--- config.mk ---
export PLATFORM = sky130hd
export DESIGN_NAME = idle_and_pixel_format_cmds
export DESIGN_NICKNAME = d
export VERILOG_FILES = /design/src/idle_pixfmt_pkg.sv /design/src/idle_and_pixel_format_cmds.sv /design/src/idle_colour_map.sv
export VERILOG_INCLUDE_DIRS = /design/src
export SDC_FILE = /design/constraint.sdc
export NUM_CORES = 1
export LEC_CHECK = 0
export ABC_AREA = 1
export BUFFER_PORTS_ARGS = -buffer_cell sky130_fd_sc_hd__buf_2
export CAP_MARGIN = 0
export CORE_MARGIN = 10
export CORE_UTILIZATION = 31
export DETAILED_ROUTE_END_ITERATION = 16
export PLACE_DENSITY_LB_ADDON = 0.2
export SLEW_MARGIN = 20
export SYNTH_ARGS = -nofsm -noshare
export SYNTH_HDL_FRONTEND = slang
export SYNTH_SLANG_ARGS = --single-unit
--- constraint.sdc ---
create_clock -name clock_i -period 1 [get_ports clock_i]
set_input_delay 0.2 -clock clock_i [delete_from_list [all_inputs] [get_ports clock_i]]
set_output_delay 0.2 -clock clock_i [all_outputs]
set_load 0.005 [all_outputs]
--- src/idle_pixfmt_regs.svh ---
`ifndef IDLE_PIXFMT_REGS_SVH
`define IDLE_PIXFMT_REGS_SVH
`define IDLE_EXIT_CODE      8'h38
`define IDLE_ENTER_CODE     8'h39
`define PIXEL_FORMAT_CODE   8'h3a
`define PIXEL_FORMAT_RESET  8'h66
`define VIDEO_FMT_MSB       6
`define VIDEO_FMT_LSB       4
`define HOST_FMT_MSB        2
`define HOST_FMT_LSB        0
`define FMT_16BPP           3'h5
`define FMT_18BPP           3'h6
`define FMT_RESET           3'h6
`endif

--- src/idle_pixfmt_pkg.sv ---
package idle_pixfmt_pkg;
   typedef enum logic [1:0]
   {
      FMT_RESERVED = 2'b00,
      FMT_BPP16    = 2'b01,
      FMT_BPP18    = 2'b10
   } pixel_depth_t;
   typedef enum logic [0:0]
   {
      ST_CMD   = 1'b0,
      ST_PARAM = 1'b1
   } decode_state_t;
endpackage

--- src/idle_and_pixel_format_cmds.sv ---
// Behaviour
// RULE1 - Command 39h with no parameter enters idle reduced-colour state.
// RULE2 - Idle shows only each component's top bit, eight colours.
// RULE3 - Idle top bits red green blue map to the eight primaries.
// RULE4 - Command 3Ah then one data byte stores the pixel format.
// RULE5 - Bits 6:4 video port format, bits 2:0 host format, 7,3 zero.
// RULE6 - Field 101 means 16 bpp, 110 means 18 bpp, rest reserved.
// RULE7 - Format field of an unused interface is ignored.
// RULE8 - Fields reset to 110 on hardware reset; software reset keeps them.
// RULE9 - Video port use requires the host to use a serial command path.
// RULE10 - Command 38h leaves idle, returning to full colour.
// RULE11 - Outside idle all component bits are shown.
// RULE12 - Idle enter while idle changes nothing.
`timescale 1ns/1ps
`default_nettype none
`include "idle_pixfmt_regs.svh"
module idle_and_pixel_format_cmds
(
   // Clock, reset, enable
   input  wire logic                        clock_i,
   input  wire logic                        reset_n_i,
   input  wire logic                        enable_i,
   input  wire logic                        soft_reset_i,
   // Command bus, one write per enabled clock cycle in which the write strobe is high and soft reset is low
   input  wire logic                        write_strobe_i,
   input  wire logic                        data_command_select_i,
   input  wire logic [7:0]                  bus_data_i,
   // Interface usage
   input  wire logic                        video_port_used_i,
   input  wire logic                        host_bus_used_i,
   // Pixel path
   input  wire logic [17:0]                 pixel_i,
   output logic      [17:0]                 pixel_o,
   // Status
   output logic                             idle_o,
   output logic      [2:0]                  video_port_pixel_format_o,
   output logic      [2:0]                  host_bus_pixel_format_o,
   output idle_pixfmt_pkg::pixel_depth_t    video_depth_o,
   output idle_pixfmt_pkg::pixel_depth_t    host_depth_o
);
   import idle_pixfmt_pkg::*;

   function automatic pixel_depth_t decode_depth(input logic [2:0] f);
      case (f)
         `FMT_16BPP: decode_depth = FMT_BPP16; // RULE6
         `FMT_18BPP: decode_depth = FMT_BPP18; // RULE6
         default:    decode_depth = FMT_RESERVED;
      endcase
   endfunction

   decode_state_t state;
   decode_state_t next_state;
   logic          idle;
   logic          next_idle;
   logic [2:0]    video_fmt;
   logic [2:0]    next_video_fmt;
   logic [2:0]    host_fmt;
   logic [2:0]    next_host_fmt;

   always_comb
   begin
      next_state     = state;
      next_idle      = idle;
      next_video_fmt = video_fmt;
      next_host_fmt  = host_fmt;
      if (soft_reset_i)
      begin
         // Formats survive a software reset
         next_idle  = 1'b0; // RULE8
         next_state = ST_CMD;
      end
      else if (write_strobe_i)
      begin
         if (!data_command_select_i)
         begin
            next_state = ST_CMD;
            case (bus_data_i)
               `IDLE_ENTER_CODE:   next_idle = 1'b1; // RULE1 RULE12
               `IDLE_EXIT_CODE:    next_idle = 1'b0; // RULE10
               `PIXEL_FORMAT_CODE: next_state = ST_PARAM; // RULE4
               default:            next_state = ST_CMD;
            endcase
         end
         else if (state == ST_PARAM)
         begin
            // Extra data bytes after the first are dropped
            next_state = ST_CMD;
            if (video_port_used_i)
               next_video_fmt =
                  bus_data_i[`VIDEO_FMT_MSB:`VIDEO_FMT_LSB]; // RULE4 RULE5 RULE7
            if (host_bus_used_i)
               next_host_fmt =
                  bus_data_i[`HOST_FMT_MSB:`HOST_FMT_LSB]; // RULE5 RULE7
         end
      end
   end

   always_ff @(posedge clock_i or negedge reset_n_i)
   begin
      if (!reset_n_i)
      begin
         state     <= ST_CMD;
         idle      <= 1'b0;
         video_fmt <= `FMT_RESET; // RULE8
         host_fmt  <= `FMT_RESET; // RULE8
      end
      else if (enable_i)
      begin
         state     <= next_state;
         idle      <= next_idle;
         video_fmt <= next_video_fmt;
         host_fmt  <= next_host_fmt;
      end
   end

   assign idle_o                    = idle;
   assign video_port_pixel_format_o = video_fmt;
   assign host_bus_pixel_format_o   = host_fmt;
   assign video_depth_o             = decode_depth(video_fmt);
   assign host_depth_o              = decode_depth(host_fmt);

   idle_colour_map u_map
   (
      .idle_i  (idle),
      .pixel_i (pixel_i),
      .pixel_o (pixel_o)
   );
endmodule
`default_nettype wire

--- src/idle_colour_map.sv ---
`timescale 1ns/1ps
`default_nettype none
module idle_colour_map
(
   // Control
   input  wire logic        idle_i,
   // Pixel in from frame memory and out to the panel
   input  wire logic [17:0] pixel_i,
   output logic      [17:0] pixel_o
);
   genvar c;
   generate
      for (c = 0; c < 3; c = c + 1)
      begin : g_comp
         // Top bit replicated gives full-scale primaries
         assign pixel_o[c*6 +: 6] = idle_i ? {6{pixel_i[c*6+5]}}
                                           : pixel_i[c*6 +: 6]; // RULE2 RULE3 RULE11
      end
   endgenerate
endmodule
`default_nettype wire

======== Yosys cells after proc, flatten, opt, wreduce, memory -nomap -nowiden ========
Index checks and enable logic that the tools add are counted.
Widths: inputs -> output; s select.
word-level totals
  register bits ........................... 8
  input bits .............................. 34
  word-level logic and storage cells ...... 32
operators by class
  eq/ne operators ......................... 8
  multiplexer cells ....................... 13
  bitwise operators ....................... 1
  reduce and logical (&&, ||, !) cells .... 6
operators by type and width
  operator            number
  $eq 8x6->1 const B  3
  $mux 5              3
  $eq 3x3->1 const B  4
  $reduce_and 6->1    2
  $pmux 2 s2          2
  $mux 1              7
  $reduce_and 4->1    1
  $reduce_bool 3->1   1
  $ne 2x2->1 const B  1
  $pmux 1 s2          1
  $reduce_and 2->1    1
  $reduce_bool 2->1   1
  $not 1->1           1

======== Longest topological paths before layout ========
  depth in word-level cells ............... 5
  depth in mapped cells ................... 8
  depth with buffers taken out ............ 8

======== By module ========
A second synthesis with hierarchy kept.
second synthesis, totals
  cells, all modules ...................... 110
  area total of the unflattened synthesis .. 646.9 µm²
by module, submodules not included
  module                      times used  cells an instance  area each (µm²)
  idle_and_pixel_format_cmds  1           72                 483.0
  idle_colour_map             1           38                 163.9

======== Worst setup path after synthesis ========
No wires, ideal clock.
  path type ............................... reg2out
  from .................................... register idle, in the netlist idle_o
  to ...................................... output port pixel_o[0]
  arrival time ............................ 0.859 ns
  data required time ...................... 0.800 ns
  slack ................................... -0.059 ns
  stages on the path, launching flop included .. 5
  path through ............................ dfrtp_1 inv_1 buf_2 nand2_1 nand2_1
on the way
  word-level cells in the longest chain between the ends .. 1
ends and longest elaborated chain
  item                    line                               text
  from (decl)             idle_and_pixel_format_cmds.sv:53   logic idle;
  from (signal assigned)  idle_and_pixel_format_cmds.sv:110  idle <= next_idle;
  $mux 5                  idle_colour_map.sv:16              assign pixel_o[c*6 +: 6] = idle_i ? {6{pixel_i[c*6+5]}}
  to (decl)               idle_and_pixel_format_cmds.sv:33   output logic [17:0] pixel_o,
Every way passes these cells.

======== Final worst setup path ========
Ends and elaborated chain as after synthesis.

==> summary.log <==
qor: layout.layout_commonest_cell sky130_fd_sc_hd__nand2_1
qor: timing.slew-limit-headroom 88.6%
qor: logic_synthesis.ys_ff_latch 8
qor: setup_path.crit_type register to primary output
qor: timing.finalHoldViolCount 0
qor: logic_synthesis.synth_warnings 0
qor: layout.layout.cells.most_common_list 62 x sky130_fd_sc_hd__nand2_1, 57 x sky130_fd_sc_hd__buf_2, 10 x sky130_fd_sc_hd__nor2_1
qor: logic_synthesis.post-synth-top-area-cell sky130_fd_sc_hd__nand2_1
qor: timing.finalMaxSlewViolations 0
qor: detailed_routing.wl_per_cell 11.4 um
qor: layout.layout-area-overhead-vs-synth 72.0%
qor: global_route.via_count_of_the_first_global_routing_pass 810
qor: clock_network.clock_latency_reported_for_the_late_side_of_the_worst_skew_pair 240 ps
qor: detailed_routing.drt-vias-per-instance 4.12
qor: floorplan.fp-row-count 16
qor: detailed_routing.postRouteAntennaNets 0
qor: detailed_routing.num_vias 848
qor: floorplan.initial_utilization 32.3%
qor: clock_network.cts_inserted_buffers 3
qor: logic_synthesis.synthesis.nets 143
qor: floorplan.die_h 65.2 um
qor: logic_synthesis.synth_cell_types 15
qor: power.report.power.total 0.000788 W
qor: logic_synthesis.synth.top_cell.area_share 37.3%
qor: timing.setup_repair_after_global_routing_missed_its_margin yes
qor: clock_network.cts_num_sinks 8
qor: logic_synthesis.netlist_area 634 um2
qor: global_route.grt_antenna_before_repair 0
qor: placed_design.port_buffers 62
qor: timing.final.setup.worst_slack -258 ps
qor: detailed_routing.drt_iter0_markers 36
qor: global_route.grt_pass1_wl 3570 um
qor: min_path.hold_path.class input pin to register
qor: layout.nNetsFinal 215
qor: clock_network.cts.path.max_buffers 2
qor: timing.final_worst_clock_skew 0.959 ps
qor: setup_path.reg2regPathDepth 6
qor: detailed_routing.1st_pass_router_iterations 4
qor: floorplan.floorplan.core_area 1960 um2
qor: min_path.hold_path.startpoint bus_data_i[5]
qor: setup_path.worstSetupStartpointType register
qor: global_route.pin_count_of_the_biggest_net_entering_global_routing 17
qor: setup_path.worstPathArrival 1060 ps
qor: placed_design.dp.final_hpwl 1980 um
qor: clock_network.cts_max_level 1
qor: detailed_routing.detail_route.drc_violations 0
qor: setup_path.end_kind primary output
qor: floorplan.die_area 4260 um2
qor: timing.tightestPinTransition 169 ps
qor: timing.finalSetupViolCount 25
qor: setup_path.path_max_fanout 5
qor: power.vdd_drop_max 0.355 mV
qor: setup_path.regToRegSetupSlack 10 ps
qor: placed_design.place_congestion 0.811
qor: flow_run.maxCapViolCount 0
qor: global_route.grt_usage 10.3%
qor: power.power.density_cell_area 723 nW/um2
qor: clock_network.cts_tree done
qor: power.power.leakage 0.703 nW
qor: floorplan.ios 63
qor: min_path.whs_path_depth 3
qor: status.violations setup timing
qor: layout.fin_util 55.6%
qor: min_path.worst_hold_path.endpoint video_port_pixel_format_o[1]
qor: timing.tmin_final 1260 ps
qor: clock_network.clockRootBuffer sky130_fd_sc_hd__clkbuf_4
qor: logic_synthesis.synth_seq_area_share 32.3%
qor: setup_path.worst_ep_required_time 800 ps
qor: timing.final_worst_path_cycle_share 126%
qor: floorplan.die_width 65.2 um
qor: setup_path.crit-reg2reg-capture idle_o
qor: timing.clock.fmax 795 MHz
qor: layout.final_layout_size_suffix_gt1_share 48.0%
qor: detailed_routing.drt-total-wl 2340 um
qor: layout.antenna_diode_instance_count 0
qor: logic_synthesis.synth_area_leaders sky130_fd_sc_hd__nand2_1 37%, sky130_fd_sc_hd__dfstp_2 17%, sky130_fd_sc_hd__dfrtp_1 16%
qor: logic_synthesis.post_synth_inst_count 109
qor: setup_path.worst_r2r_startpoint idle_o
qor: clock_network.clk_pin_slew_worst_paths 50 ps
qor: logic_synthesis.avgSynthCellArea 5.82 um2
qor: global_route.grt_overflow 0
qor: status.run_status finished with violations
==> area by class of cell <==
| class | instances | area (um2) |
|---|---|---|
| fillers | 208 | 871 |
| multi-input cells | 85 | 359 |
| well taps | 27 | 33.8 |
| inverters | 12 | 50.0 |
| clock buffers | 3 | 22.5 |
| repair buffers | 71 | 419 |
| flip-flops and latches | 8 | 206 |
==> kinds of logic after synthesis <==
| group | share of synthesized area [%] |
|---|---|
| buffers and inverters | 11.4 |
| flip-flops | 32.3 |
| AO/OA/AOI/OAI | 5.13 |
| AND/OR/NAND/NOR | 51.1 |
==> where the power goes <==
part           switching, W  leakage [nW]  internal (W)
Sequential       0.00000199        0.0954      0.000327
Clock             0.0000979        0.0138      0.000137
Combinational      0.000109         0.594      0.000116
==> what timing repair did <==
item                                    CTS  global route
resized for setup                         9             3
endpoints found under the setup margin   25            27
hold buffers                              1             0
pin swaps                                 1             2
hold endpoints to repair                  4             0
buffers inserted                          5             2
==> worst max path at each step <==
stage / start / endpoint / slack, ps / cells past startpoint
5_1_grt: idle_o / pixel_o[1] / -340 / 3
3_3_place_gp: idle_o / pixel_o[1] / -40 / 4
4_1_cts: idle_o / pixel_o[1] / -270 / 3
6_report: idle_o / pixel_o[0] / -260 / 3
2_1_floorplan: idle_o / pixel_o[0] / 30 / 4
3_5_place_dp: idle_o / pixel_o[3] / -90 / 4
==> per-layer routing <==
layer | wire length [um] | track usage, % | vias to the layer above
met5 | 0 | 0 | -
met2 | 1320 | 19.4 | 19
met1 | 921 | 10.7 | 355
met4 | 40 | 4.81 | 0
met3 | 53 | 1.69 | 4
li1 | - | - | 470
==> synthesized netlist by cell type <==
master	instances
sky130_fd_sc_hd__buf_2	1
sky130_fd_sc_hd__buf_4	3
sky130_fd_sc_hd__clkinv_1	2
sky130_fd_sc_hd__dfrtp_1	4
sky130_fd_sc_hd__dfstp_2	4
sky130_fd_sc_hd__inv_1	9
sky130_fd_sc_hd__inv_2	1
sky130_fd_sc_hd__nand2_1	63
sky130_fd_sc_hd__nand2_2	2
sky130_fd_sc_hd__nand3_2	2
sky130_fd_sc_hd__nand4_1	1
sky130_fd_sc_hd__nor2_1	10
sky130_fd_sc_hd__nor2_4	1
sky130_fd_sc_hd__o211ai_1	1
sky130_fd_sc_hd__o21ai_1	5
==> flip-flops by register name, indices dropped and copies added, names as in the netlist <==
signal	count
host_bus_pixel_format_o	3
video_port_pixel_format_o	3
idle_o	1
state	1
==> metrics by stage <==
step / cell area [um2] / worst slack [ps] / hold WS [ps] / TNS (ps) / std cells
finish: 1090 / -258 / 168 / -5320 / 206
global route: 1090 / -335 / 163 / -7050 / 206
CTS: 1070 / -267 / 162 / -5490 / 205
detailed placement: 966 / -88.2 / 51.9 / -1120 / 196
global placement: 966 / -40.9 / 53.5 / -570 / 196
floorplan: 637 / 27.8 / -95.6 / 0 / 109
==> critical path, cell delays in order, from the launching register on <==
cell,delay (ps)
sky130_fd_sc_hd__dfrtp_2,450
sky130_fd_sc_hd__nand2_1,170
sky130_fd_sc_hd__nand2_1,70
sky130_fd_sc_hd__buf_2,130
Note: power is estimated with default switching activity, not from simulation.
